==> src/verilog/card_detect_pkg.sv <==
// Constants, register map and field layout of the card detection
// threshold unit. Assumes an 8-bit register port on a 125 MHz clock.
//
// Summary of operation
// - Bits 7 and 6 of the Q upper-border register hold bits 3 and 2 of the I upper threshold, read and write.
// - Bits 7 and 6 of the I lower-border register hold bits 1 and 0 of the I upper threshold, read and write.
// - An I measurement above the assembled I upper threshold raises the card detection interrupt.
// - The Q upper threshold sits in bits 5 to 0 and a Q measurement above it raises the interrupt.
// - The I lower threshold sits in bits 5 to 0 and an I measurement below it raises the interrupt.
// - The I result register shows the last I value in bits 5 to 0, read only, bits 7 and 6 reserved.
// - The Q result register shows the last Q value in bits 5 to 0, read only, bit 7 reserved.
// - While the suppress bit 6 of the Q result register is set, no interrupt is raised until the next procedure.
// - Option bit 3 selects full transmitter supply during detection, else a level reduced by 0.4 V.
// - Option bit 2 bases the decision on a noise filter over the samples, within 4.72 us of sampling.
// - Option bit 1 reports that the Q value changed while measuring, valid only with the filter on.
// - Option bit 0 reports that the I value changed while measuring, valid only with the filter on.
// - The option register at 3AH exists only on the newer variant, else reads as reserved; bits 7 to 4 reserved.
// - Bits 7 and 6 of the Q lower-border register hold bits 5 and 4 of the I upper threshold.
// - The Q lower border sits in bits 5 to 0 and detections show in the card detection interrupt flag.

`default_nettype none

package card_detect_pkg;

  localparam int ADDR_W = 8;
  localparam int DATA_W = 8;
  localparam int THR_W  = 6;

  // Register offsets
  localparam logic [ADDR_W-1:0] OFS_OPTIONS  = 8'h3A;
  localparam logic [ADDR_W-1:0] OFS_Q_LOWER  = 8'h3F;
  localparam logic [ADDR_W-1:0] OFS_Q_UPPER  = 8'h40;
  localparam logic [ADDR_W-1:0] OFS_I_LOWER  = 8'h41;
  localparam logic [ADDR_W-1:0] OFS_I_RESULT = 8'h42;
  localparam logic [ADDR_W-1:0] OFS_Q_RESULT = 8'h43;
  localparam logic [ADDR_W-1:0] OFS_IRQ_STAT = 8'h48;
  localparam logic [ADDR_W-1:0] OFS_IRQ_MASK = 8'h49;

  // Field positions
  localparam int THR_LSB      = 0;
  localparam int THR_MSB      = 5;
  localparam int PAIR_LO      = 6;
  localparam int PAIR_HI      = 7;
  localparam int SUPPRESS_POS = 6;
  localparam int OPT_TX_FULL  = 3;
  localparam int OPT_FILTER   = 2;
  localparam int OPT_Q_UNST   = 1;
  localparam int OPT_I_UNST   = 0;
  localparam int STAT_DETECT  = 0;

  // Reset values
  localparam logic [THR_W-1:0]  THR_RST  = 6'h00;
  localparam logic [DATA_W-1:0] DATA_ZERO = 8'h00;

  // Sampling window: longest time, rounded down to whole cycles
  localparam real SAMPLE_TIME_US = 4.72;
  localparam real CLK_FREQ_MHZ   = 125.0;
  localparam int  SAMPLE_WIN_CYC =
    int'($floor(SAMPLE_TIME_US * CLK_FREQ_MHZ + 0.001));
  localparam int  WIN_W          = 10;

endpackage

`default_nettype wire

==> src/verilog/card_detect_eval_if.sv <==
// Carrier between the register unit and the sampling evaluator.
// Assumes both ends run on the same system clock.

`default_nettype none

interface card_detect_eval_if
  import card_detect_pkg::*;
();
  logic             start;
  logic             sample_valid;
  logic [THR_W-1:0] i_sample;
  logic [THR_W-1:0] q_sample;
  logic             finish;
  logic             filter_en;
  logic             done;
  logic [THR_W-1:0] i_value;
  logic [THR_W-1:0] q_value;
  logic             i_unstable;
  logic             q_unstable;

  modport ctrl (
    output start, sample_valid, i_sample, q_sample, finish, filter_en,
    input  done, i_value, q_value, i_unstable, q_unstable
  );
  modport eval (
    input  start, sample_valid, i_sample, q_sample, finish, filter_en,
    output done, i_value, q_value, i_unstable, q_unstable
  );
endinterface

`default_nettype wire

==> src/verilog/card_detect_sampler.sv <==
// Sampling evaluator: condenses the I and Q samples of one detection
// procedure into one value per channel, optionally through a filter.
// Assumes start and finish are one-cycle pulses, start before finish.

`default_nettype none

module card_detect_sampler
  import card_detect_pkg::*;
(
  // Clock and reset
  input wire logic         clk_sys,
  input wire logic         rst,
  // Evaluator side
  card_detect_eval_if.eval ev
);

  logic             active_q;
  logic             first_q;
  logic [WIN_W-1:0] win_cnt_q;
  logic [THR_W-1:0] i_acc_q;
  logic [THR_W-1:0] q_acc_q;
  logic [THR_W-1:0] i_ref_q;
  logic [THR_W-1:0] q_ref_q;
  logic             i_chg_q;
  logic             q_chg_q;
  logic             take;
  logic [THR_W:0]   i_sum;
  logic [THR_W:0]   q_sum;

  // Samples past the window are dropped so the filter never
  // stretches the RF-on time
  assign take  = active_q && ev.sample_valid &&
                 (win_cnt_q < WIN_W'(SAMPLE_WIN_CYC));
  assign i_sum = {1'b0, i_acc_q} + {1'b0, ev.i_sample};
  assign q_sum = {1'b0, q_acc_q} + {1'b0, ev.q_sample};

  always_ff @(posedge clk_sys) begin
    if (rst) begin
      active_q  <= 1'b0;
      win_cnt_q <= '0;
    end else if (ev.start) begin
      active_q  <= 1'b1;
      win_cnt_q <= '0;
    end else if (ev.finish) begin
      active_q  <= 1'b0;
    end else if (active_q && win_cnt_q < WIN_W'(SAMPLE_WIN_CYC)) begin
      win_cnt_q <= win_cnt_q + WIN_W'(1);
    end
  end

  always_ff @(posedge clk_sys) begin
    if (rst) begin
      first_q <= 1'b0;
      i_acc_q <= THR_RST;
      q_acc_q <= THR_RST;
      i_ref_q <= THR_RST;
      q_ref_q <= THR_RST;
      i_chg_q <= 1'b0;
      q_chg_q <= 1'b0;
    end else if (ev.start) begin
      first_q <= 1'b1;
      i_chg_q <= 1'b0;
      q_chg_q <= 1'b0;
    end else if (take) begin
      first_q <= 1'b0;
      if (first_q) begin
        i_acc_q <= ev.i_sample;
        q_acc_q <= ev.q_sample;
        i_ref_q <= ev.i_sample;
        q_ref_q <= ev.q_sample;
      end else if (ev.filter_en) begin
        // Running average of the accumulated value and each new sample smooths noise
        i_acc_q <= i_sum[THR_W:1];
        q_acc_q <= q_sum[THR_W:1];
        i_chg_q <= i_chg_q | (ev.i_sample != i_ref_q);
        q_chg_q <= q_chg_q | (ev.q_sample != q_ref_q);
      end
    end
  end

  always_ff @(posedge clk_sys) begin
    if (rst) begin
      ev.done       <= 1'b0;
      ev.i_value    <= THR_RST;
      ev.q_value    <= THR_RST;
      ev.i_unstable <= 1'b0;
      ev.q_unstable <= 1'b0;
    end else begin
      ev.done <= ev.finish && active_q;
      if (ev.finish && active_q) begin
        ev.i_value    <= i_acc_q;
        ev.q_value    <= q_acc_q;
        ev.i_unstable <= i_chg_q && ev.filter_en;
        ev.q_unstable <= q_chg_q && ev.filter_en;
      end
    end
  end

endmodule

`default_nettype wire

==> src/verilog/card_detect_threshold_unit.sv <==
// Register unit of the low-power card detection: thresholds, results,
// options, interrupt status and mask, and the border comparison.
// Assumes a single-cycle register port and same-clock sample inputs.
//
// The plain strobed port was chosen for this implementation.

`default_nettype none

module card_detect_threshold_unit
  import card_detect_pkg::*;
#(
  parameter bit NEWER_VARIANT = 1'b1
)(
  // Clock and reset
  input  wire logic              clk_sys,
  input  wire logic              rst,
  // Register port
  input  wire logic [ADDR_W-1:0] reg_addr,
  input  wire logic [DATA_W-1:0] reg_wdata,
  input  wire logic              reg_wr,
  input  wire logic              reg_rd,
  output logic      [DATA_W-1:0] reg_rdata,
  // Measurement front end
  input  wire logic              detect_start,
  input  wire logic              sample_valid,
  input  wire logic [THR_W-1:0]  i_sample,
  input  wire logic [THR_W-1:0]  q_sample,
  input  wire logic              detect_finish,
  // Controls and interrupt
  output logic                   tx_full_supply_select,
  output logic                   detect_noise_filter_en,
  output logic                   card_detect_irq_flag,
  output logic                   irq
);

  // The register layout packs six-bit fields; other widths cannot fit
  if (THR_W != 6) begin : g_thr_chk
    $error("threshold width must be 6");
  end
  if (SAMPLE_WIN_CYC >= (1 << WIN_W)) begin : g_win_chk
    $error("window counter too small");
  end

  ////////////////////////////////////////////////////////////////////////
  // Evaluator

  card_detect_eval_if ev ();

  assign ev.start        = detect_start;
  assign ev.sample_valid = sample_valid;
  assign ev.i_sample     = i_sample;
  assign ev.q_sample     = q_sample;
  assign ev.finish       = detect_finish;
  assign ev.filter_en    = detect_noise_filter_en;

  card_detect_sampler u_sampler (
    .clk_sys (clk_sys),
    .rst     (rst),
    .ev      (ev.eval)
  );

  ////////////////////////////////////////////////////////////////////////
  // Register state

  logic [THR_W-1:0] i_upper_threshold_q;
  logic [THR_W-1:0] q_upper_threshold_q;
  logic [THR_W-1:0] i_lower_threshold_q;
  logic [THR_W-1:0] q_lower_threshold_q;
  logic [THR_W-1:0] i_detect_result_q;
  logic [THR_W-1:0] q_detect_result_q;
  logic             detect_irq_suppress_q;
  logic             i_channel_unstable_q;
  logic             q_channel_unstable_q;
  logic             irq_mask_q;
  logic             hit;
  logic             raise;
  logic             wr_opt;
  logic             wr_qres;
  logic             wr_stat;
  logic [DATA_W-1:0] rd_mux;

  assign wr_opt  = reg_wr && reg_addr == OFS_OPTIONS && NEWER_VARIANT;
  assign wr_qres = reg_wr && reg_addr == OFS_Q_RESULT;
  assign wr_stat = reg_wr && reg_addr == OFS_IRQ_STAT;

  // I upper threshold is spread over the top pairs of three registers
  always_ff @(posedge clk_sys) begin
    if (rst) begin
      i_upper_threshold_q <= THR_RST;
    end else if (reg_wr) begin
      if (reg_addr == OFS_Q_LOWER) begin
        i_upper_threshold_q[5:4] <= reg_wdata[PAIR_HI:PAIR_LO];
      end else if (reg_addr == OFS_Q_UPPER) begin
        i_upper_threshold_q[3:2] <= reg_wdata[PAIR_HI:PAIR_LO];
      end else if (reg_addr == OFS_I_LOWER) begin
        i_upper_threshold_q[1:0] <= reg_wdata[PAIR_HI:PAIR_LO];
      end
    end
  end

  always_ff @(posedge clk_sys) begin
    if (rst) begin
      q_lower_threshold_q <= THR_RST;
      q_upper_threshold_q <= THR_RST;
      i_lower_threshold_q <= THR_RST;
    end else if (reg_wr) begin
      if (reg_addr == OFS_Q_LOWER) begin
        q_lower_threshold_q <= reg_wdata[THR_MSB:THR_LSB];
      end
      if (reg_addr == OFS_Q_UPPER) begin
        q_upper_threshold_q <= reg_wdata[THR_MSB:THR_LSB];
      end
      if (reg_addr == OFS_I_LOWER) begin
        i_lower_threshold_q <= reg_wdata[THR_MSB:THR_LSB];
      end
    end
  end

  // Option bits are absent on the older variant
  always_ff @(posedge clk_sys) begin
    if (rst) begin
      tx_full_supply_select  <= 1'b0;
      detect_noise_filter_en <= 1'b0;
    end else if (wr_opt) begin
      tx_full_supply_select  <= reg_wdata[OPT_TX_FULL];
      detect_noise_filter_en <= reg_wdata[OPT_FILTER];
    end
  end

  // Results and instability flags change only at procedure end
  always_ff @(posedge clk_sys) begin
    if (rst) begin
      i_detect_result_q    <= THR_RST;
      q_detect_result_q    <= THR_RST;
      i_channel_unstable_q <= 1'b0;
      q_channel_unstable_q <= 1'b0;
    end else if (ev.done) begin
      i_detect_result_q    <= ev.i_value;
      q_detect_result_q    <= ev.q_value;
      i_channel_unstable_q <= ev.i_unstable;
      q_channel_unstable_q <= ev.q_unstable;
    end
  end

  // Suppress lasts until the next procedure starts; a software set
  // in that same cycle wins so the request is not lost
  always_ff @(posedge clk_sys) begin
    if (rst) begin
      detect_irq_suppress_q <= 1'b0;
    end else if (wr_qres) begin
      detect_irq_suppress_q <= reg_wdata[SUPPRESS_POS];
    end else if (detect_start) begin
      detect_irq_suppress_q <= 1'b0;
    end
  end

  ////////////////////////////////////////////////////////////////////////
  // Comparison and interrupt

  // One evaluation per procedure, on the evaluator's done pulse
  assign hit = (ev.i_value > i_upper_threshold_q) ||
               (ev.q_value > q_upper_threshold_q) ||
               (ev.i_value < i_lower_threshold_q) ||
               (ev.q_value < q_lower_threshold_q);
  assign raise = ev.done && hit && !detect_irq_suppress_q;

  // Sticky flag, write one to clear; a new event wins over the clear
  always_ff @(posedge clk_sys) begin
    if (rst) begin
      card_detect_irq_flag <= 1'b0;
    end else if (raise) begin
      card_detect_irq_flag <= 1'b1;
    end else if (wr_stat && reg_wdata[STAT_DETECT]) begin
      card_detect_irq_flag <= 1'b0;
    end
  end

  always_ff @(posedge clk_sys) begin
    if (rst) begin
      irq_mask_q <= 1'b0;
    end else if (reg_wr && reg_addr == OFS_IRQ_MASK) begin
      irq_mask_q <= reg_wdata[STAT_DETECT];
    end
  end

  // Registered output; rises with the flag on a raise, falls one cycle after the flag clears
  always_ff @(posedge clk_sys) begin
    if (rst) begin
      irq <= 1'b0;
    end else begin
      irq <= (card_detect_irq_flag || raise) && irq_mask_q;
    end
  end

  ////////////////////////////////////////////////////////////////////////
  // Read path

  always_comb begin
    rd_mux = DATA_ZERO;
    case (reg_addr)
      OFS_OPTIONS: begin
        if (NEWER_VARIANT) begin
          rd_mux[OPT_TX_FULL] = tx_full_supply_select;
          rd_mux[OPT_FILTER]  = detect_noise_filter_en;
          rd_mux[OPT_Q_UNST]  = q_channel_unstable_q;
          rd_mux[OPT_I_UNST]  = i_channel_unstable_q;
        end
      end
      OFS_Q_LOWER: begin
        rd_mux[PAIR_HI:PAIR_LO] = i_upper_threshold_q[5:4];
        rd_mux[THR_MSB:THR_LSB] = q_lower_threshold_q;
      end
      OFS_Q_UPPER: begin
        rd_mux[PAIR_HI:PAIR_LO] = i_upper_threshold_q[3:2];
        rd_mux[THR_MSB:THR_LSB] = q_upper_threshold_q;
      end
      OFS_I_LOWER: begin
        rd_mux[PAIR_HI:PAIR_LO] = i_upper_threshold_q[1:0];
        rd_mux[THR_MSB:THR_LSB] = i_lower_threshold_q;
      end
      OFS_I_RESULT: begin
        rd_mux[THR_MSB:THR_LSB] = i_detect_result_q;
      end
      OFS_Q_RESULT: begin
        rd_mux[SUPPRESS_POS]    = detect_irq_suppress_q;
        rd_mux[THR_MSB:THR_LSB] = q_detect_result_q;
      end
      OFS_IRQ_STAT: begin
        rd_mux[STAT_DETECT] = card_detect_irq_flag;
      end
      OFS_IRQ_MASK: begin
        rd_mux[STAT_DETECT] = irq_mask_q;
      end
      default: begin
        rd_mux = DATA_ZERO;
      end
    endcase
  end

  // Data stand only in the cycle after the read strobe
  always_ff @(posedge clk_sys) begin
    if (rst) begin
      reg_rdata <= DATA_ZERO;
    end else if (reg_rd) begin
      reg_rdata <= rd_mux;
    end else begin
      reg_rdata <= DATA_ZERO;
    end
  end
endmodule

`default_nettype wire

==> config.mk <==
export PLATFORM = sky130hd
export DESIGN_NAME = card_detect_threshold_unit
export DESIGN_NICKNAME = d
export VERILOG_FILES = /design/src/verilog/card_detect_pkg.sv /design/src/verilog/card_detect_eval_if.sv /design/src/verilog/card_detect_sampler.sv /design/src/verilog/card_detect_threshold_unit.sv
export SDC_FILE = /design/constraint.sdc
export NUM_CORES = 1
export LEC_CHECK = 0
export BUFFER_PORTS_ARGS = -buffer_cell sky130_fd_sc_hd__buf_2
export CAP_MARGIN = 40
export CORE_UTILIZATION = 40
export CTS_BUF_LIST = sky130_fd_sc_hd__clkbuf_16
export CTS_CLUSTER_DIAMETER = 150
export DETAILED_ROUTE_END_ITERATION = 7
export SLEW_MARGIN = 20
export SYNTH_ARGS = -nofsm -noshare
export SYNTH_HDL_FRONTEND = slang
export SYNTH_HIERARCHICAL = 1
export SYNTH_SLANG_ARGS = --single-unit
==> constraint.sdc <==
create_clock -name clk_sys -period 2.2 [get_ports clk_sys]
set_input_delay 0.44 -clock clk_sys [delete_from_list [all_inputs] [get_ports clk_sys]]
set_output_delay 0.44 -clock clk_sys [all_outputs]
set_load 0.05 [all_outputs]
==> impl_metrics.ini, run 1 <==
[clocking]
cts.sinks = 105
root_buffer = clkbuf_16
cts_tree = done
cts_resized = 0
ctsHoldBuffers = 0
numCtsBuffers = 9
insertion_delay_ns = 0.35
htree_levels = 3
clk_pin_slew_ns = 0.08
clockBufferDepth = 2
post_cts_buffers = 0

[sta]
rsz0062_at_grt = no
final.setup_skew_ns = 0.007826
timing.final.crit_share_pct = 89.05
fmax_mhz = 510.5
tightest_slew_ns = 0.6879
hold_violations = 0
tns_ns = 0
slew_headroom_pct = 54.11
min_period_ns = 1.959
finalSetupViolCount = 0
maxSlewViolCount = 0

[die]
core_area_mm2 = 0.01324
die_h_um = 118.7
initial_utilization_pct = 41.12
placement_rows = 42
dieArea_mm2 = 0.01408
die_x_um = 118.7
io_pins = 47

[power]
leakagePower_nw = 2.230
ir_drop_v = 0.0004359
power_density_mw_per_mm2 = 607.6

[grt]
grt_max_degree = 38
grt-ovfl-total = 0
grt_pass1_vias = 4536
grt_antenna_before_repair = 0
grt_use_total_pct = 19.95
grt_pass1_wl_um = 22340

[worst_setup_path]
cp_data_required_time_ns = 2.43
path_cells = and2_1, fa_1, a211oi_1, nor2_1, a2111o_1, o2111ai_1, a21oi_1
r2r_cells = 7
cpMaxStageDelayCell = fa_1
path_class = flip-flop to flip-flop
crit_fanout = 4
r2r_slack_ns = 0.24
arrival_ns = 2.19
reg2reg_from = u_sampler/q_acc_q[0]
crit_path_end_kind = flip-flop
start_kind = flip-flop
slowest_delay_ns = 0.41
rr_endpoint = u_sampler/q_acc_q[5]

[route]
ant_nets = 0
drc = 0
wl_per_cell_um = 15.40
drtIter0Drc = 351
vias = 4660
dr.pass1.iters = 4
wl_um = 13140
vias_per_cell = 5.463

[hold_path]
min-delay-start = reg_wdata[7]
hold_depth = 3
min_to = i_upper_threshold_q[5]
hold_path_class = input pin to flip-flop

[yosys]
synthCells = 626
yosysSeqAreaShare_pct = 38.60
syn_area_mm2 = 0.005445
synth_cell_types = 58
synth_ff_type = dfxtp_1
yosysTopAreaCell = dfxtp_1
synth-seq-cells = 105
synthTopCellsByArea = dfxtp_1 (39%), ha_1 (7.6%), a21oi_1 (6.3%)
postSynthAreaPerCell_um2 = 8.698
synth_top_area_share_pct = 38.60
ys_warn_count = 6
synth_nets = 696
async_reset_ff_share_pct = 0
synth_edf_count = 0

[finish]
antennaDiodeCount = 0
drive_gt1_share_pct = 14.77
reg.largest.list = u_sampler/win_cnt_q x10, reg_rdata x8
layoutNonFillerInstCount = 853
largest_reg_flops = 10
fin_nets = 742
syn2layout_area_growth_pct = 12.66
largest-register = u_sampler/win_cnt_q

[placed_design]
io_buffers = 46
globalplace.congestion = 0.8232
hpwl_um = 9754
numPlacedInstances = 837

[run]
drv_cap = 0

[run_status]
status = completed
[metrics by stage]
step                worst slack [ns]  hold slack [ns]  power [mW]  instance area (µm²)  utilization [%]
finish                        0.2410           0.3607       3.728                 6135            46.32
global route                 0.06394           0.3528       3.885                 6135            46.32
CTS                           0.2348           0.3509       3.772                 6135            46.32
detailed placement           0.02007           0.4473       2.245                 5856            44.22
global placement             0.03600           0.4451       2.237                 5856            44.22
floorplan                     0.2309           0.4316       2.142                 5445                -
[Yosys cell counts (3+ instances only)]
library cell  number
a211oi_1           7
o21ai_0            8
or3_1              3
a311oi_1           5
buf_6              4
nand2_1           90
a21oi_1           69
nor2_1            65
ha_1              33
xor2_1             7
inv_1             27
nor3b_1            3
nor2b_1            3
nand4_1            7
o221ai_1           3
a22oi_1            7
nand3_1           36
nor4b_1            4
o2111ai_1          3
dfxtp_1          105
nand3b_1           4
nor3_1             5
mux4_2             6
nand2b_1           5
xnor2_1           18
mux2i_1           33
nor4_1             3
clkbuf_1          16
clkbuf_8           3
buf_2              5
and2_1             3
[routing by layer]
layer,global-route usage [%],share of wire (%),vias up
li1,-,-,2297
met1,26.08,47,2222
met2,32.42,47,124
met3,4.585,4.4,17
met4,6.329,1.7,0
met5,0,0,-
[cell families (layout without fill, tap and decap cells)]
group                    Yosys count  count (layout)  synth area share, %
AND/OR/NAND/NOR                  248             248                22.22
AO/OA/AOI/OAI                    115             115                12.80
flip-flops                       105             105                38.60
buffers and inverters             58             109                5.285
multiplexers                      40              40                8.755
adder cells (fa/ha/maj)           35              35                8.318
XOR/XNOR                          25              25                4.021
[layout make-up]
type / count / area, µm²
clock inverters: 7 / 53.80
repair buffers: 65 / 372.9
flip-flops and latches: 105 / 2102
multi-input cells: 463 / 3055
inverters: 28 / 105.1
fillers: 1323 / 7108
clock buffers: 9 / 225.2
well taps: 176 / 220.2
[worst max-delay path, delay by kind of cell (launching register included)]
family / cells / cell delay, ns
compound gates: 4 / 0.82
fa+ha+maj: 1 / 0.41
flops: 1 / 0.34
simple gates: 2 / 0.27
[layout by cell type (no fill, tap or decap), drive strengths merged, types with 4 or more instances in the layout]
| cell | synthesis | layout |
|---|---|---|
| nor2 | 65 | 65 |
| nand4 | 7 | 7 |
| nand3b | 4 | 4 |
| ha | 33 | 33 |
| dfxtp | 105 | 105 |
| a311oi | 5 | 5 |
| and2 | 4 | 4 |
| nand3 | 36 | 36 |
| mux4 | 6 | 6 |
| clkbuf | 19 | 9 |
| nand2 | 90 | 90 |
| xor2 | 7 | 7 |
| nor3b | 4 | 4 |
| a21oi | 70 | 70 |
| o21ai | 8 | 8 |
| nand2b | 5 | 5 |
| xnor2 | 18 | 18 |
| a22oi | 7 | 7 |
| clkinv | 1 | 4 |
| nor4 | 7 | 7 |
| nor4b | 4 | 4 |
| nor3 | 7 | 7 |
| a211oi | 7 | 7 |
| mux2i | 33 | 33 |
| buf | 11 | 65 |
| inv | 27 | 30 |
[worst max path at each step]
stage,end,startpoint
6_report,u_sampler/q_acc_q[5],u_sampler/q_acc_q[0]
5_1_grt,u_sampler/i_acc_q[4],u_sampler/i_acc_q[1]
4_1_cts,u_sampler/q_acc_q[5],u_sampler/q_acc_q[0]
3_5_place_dp,u_sampler/q_acc_q[5],q_sample[0]
3_3_place_gp,u_sampler/q_acc_q[5],q_sample[0]
2_1_floorplan,u_sampler/q_acc_q[5],q_sample[0]
[power breakdown]
part           total, mW  internal, mW  leakage, nW  switching, mW
Sequential          1.92          1.91        0.847         0.0124
Clock               1.52         0.780        0.136          0.745
Combinational      0.281         0.105         1.25          0.176
Total               3.73          2.79         2.23          0.933
Note: power is estimated with default switching activity, not from simulation.
==> run 2, diff against run 1 <==
- CELL_PAD_IN_SITES_DETAIL_PLACEMENT: unset -> 2
- CELL_PAD_IN_SITES_GLOBAL_PLACEMENT: unset -> 2
- CORE_UTILIZATION: 40 -> 37
- PLACE_DENSITY_LB_ADDON: unset -> 0.1
- clock period: 2.2 -> 1.9 ns (I/O delays scaled with it)
==> impl_metrics.ini, run 2 (synthesis gave the netlist of run 1 again) <==
[run_status]
status = completed

[grt]
grt_use_total_pct = 24.50
grt_pass1_vias = 5439
grt-ovfl-total = 0
grt_antenna_before_repair = 0
grt_pass1_wl_um = 28060
grt_max_degree = 26

[die]
io_pins = 47
die_h_um = 123.3
placement_rows = 43
initial_utilization_pct = 38.63
core_area_mm2 = 0.01410
dieArea_mm2 = 0.01521
die_x_um = 123.3

[route]
vias = 4963
wl_um = 17950
dr.pass1.iters = 4
drc = 0
vias_per_cell = 5.558
drtIter0Drc = 189
ant_nets = 0
wl_per_cell_um = 20.11

[clocking]
clk_pin_slew_ns = 0.07
cts.sinks = 105
cts_tree = done
numCtsBuffers = 9
htree_levels = 3
root_buffer = clkbuf_16
insertion_delay_ns = 0.35
clockBufferDepth = 2

[worst_setup_path]
path_class = flip-flop to flip-flop
start_kind = flip-flop
crit_path_end_kind = flip-flop
crit_fanout = 2
cp_data_required_time_ns = 2.13
arrival_ns = 2.08

[finish]
drive_gt1_share_pct = 20.90
multi_input_comb_area_mm2 = 0.003132
largest-register = u_sampler/win_cnt_q
largest_reg_flops = 10
seq_area_mm2 = 0.002105
fin_area_mm2 = 0.006535
fillCellCount = 1585
antennaDiodeCount = 0
layout_common_cells = dfxtp_1 (103), nand2_1 (90), a21oi_1 (66), nor2_1 (65), buf_4 (51)
fin_nets = 778
reg.largest.list = u_sampler/win_cnt_q x10, reg_rdata x8
syn2layout_area_growth_pct = 20.01
mostFrequentLayoutCell = dfxtp_1

[hold_path]
hold_path_class = input pin to flip-flop

[sta]
min_period_ns = 1.855
slew_headroom_pct = 50.34
maxSlewViolCount = 0
rsz0062_at_grt = yes
finalSetupViolCount = 0
fmax_mhz = 539.0
tns_ns = 0
setup_ws_ns = 0.04478
tightest_slew_ns = 0.7445
final.setup_skew_ns = 0.004942
timing.final.crit_share_pct = 97.64
hold_violations = 0

[power]
leakagePower_nw = 2.433
power_density_mw_per_mm2 = 665.2
totalPowerFinal_mw = 4.347
ir_drop_v = 0.0004538

[placed_design]
globalplace.congestion = 0.7741
post_dp_cell_area_mm2 = 0.006111
hpwl_um = 13390
io_buffers = 46
dp_slack_ns = -0.2301

[run]
drv_cap = 0
==> run 2: final cells by class <==
type | instances | share of cell area [%]
timing repair buffer | 101 | 10.76
clock inverter | 7 | 0.6127
tap | 180 | 3.446
inverter | 28 | 1.608
clock buffer | 9 | 3.446
sequential | 105 | 32.20
multi-input combinational | 463 | 47.92
==> run 2: where the power goes <==
group          leakage [nW]  total, mW  internal (mW)  switching (mW)
logic                  1.45      0.393          0.153           0.240
registers             0.848       2.22           2.21          0.0135
clock network         0.131       1.73          0.876           0.853
total                  2.43       4.35           3.24            1.11
==> run 2: per-stage QoR <==
step / hold slack (ns) / instances / util (%)
3_3_place_gp: 0.4435 / 871 / 43.35
4_1_cts: 0.3018 / 887 / 45.42
3_5_place_dp: 0.4708 / 871 / 43.35
5_1_grt: 0.3147 / 893 / 46.36
2_1_floorplan: 0.4316 / 626 / -
6_report: 0.3186 / 893 / 46.36
==> run 2: path summary, 6_finish.rpt <==
| path | from | end | slack (ns) | depth (start not counted) |
|---|---|---|---|---|
| max | u_sampler/q_acc_q[0] | u_sampler/q_acc_q[5] | 0.04 | 7 |
| min | reg_wdata[1] | q_lower_threshold_q[1] | 0.32 | 3 |
| max reg2reg | u_sampler/q_acc_q[0] | u_sampler/q_acc_q[5] | 0.04 | 7 |
| min reg2reg | u_sampler/ev.i_unstable | u_sampler/ev.i_unstable | 0.48 | 2 |
==> run 2: worst max-delay path, stage by stage (launching register included) <==
cell,delay (ns)
dfxtp_1,0.31
and2_1,0.15
fa_2,0.37
a211oi_2,0.21
nor2_1,0.11
a2111o_1,0.41
o2111ai_1,0.09
a21oi_1,0.10
==> run 2: timing repair <==
action                                 in CTS  in global routing
setup endpoints to repair                   6                 27
endpoints found under the hold margin       0                  0
cloned                                      0                  2
gates resized for setup                     6                 11
pin swaps                                   0                  2
hold buffers                                0                  0
buffers inserted                            0                  4
==> run 2: per-layer routing <==
metal	routed length (µm)	global-route usage [%]	vias to the layer above
met3	565	5.212	25
met4	295	7.154	0
met5	0	0	-
met2	9441	44.80	86
met1	7652	28.44	2494
li1	-	-	2358
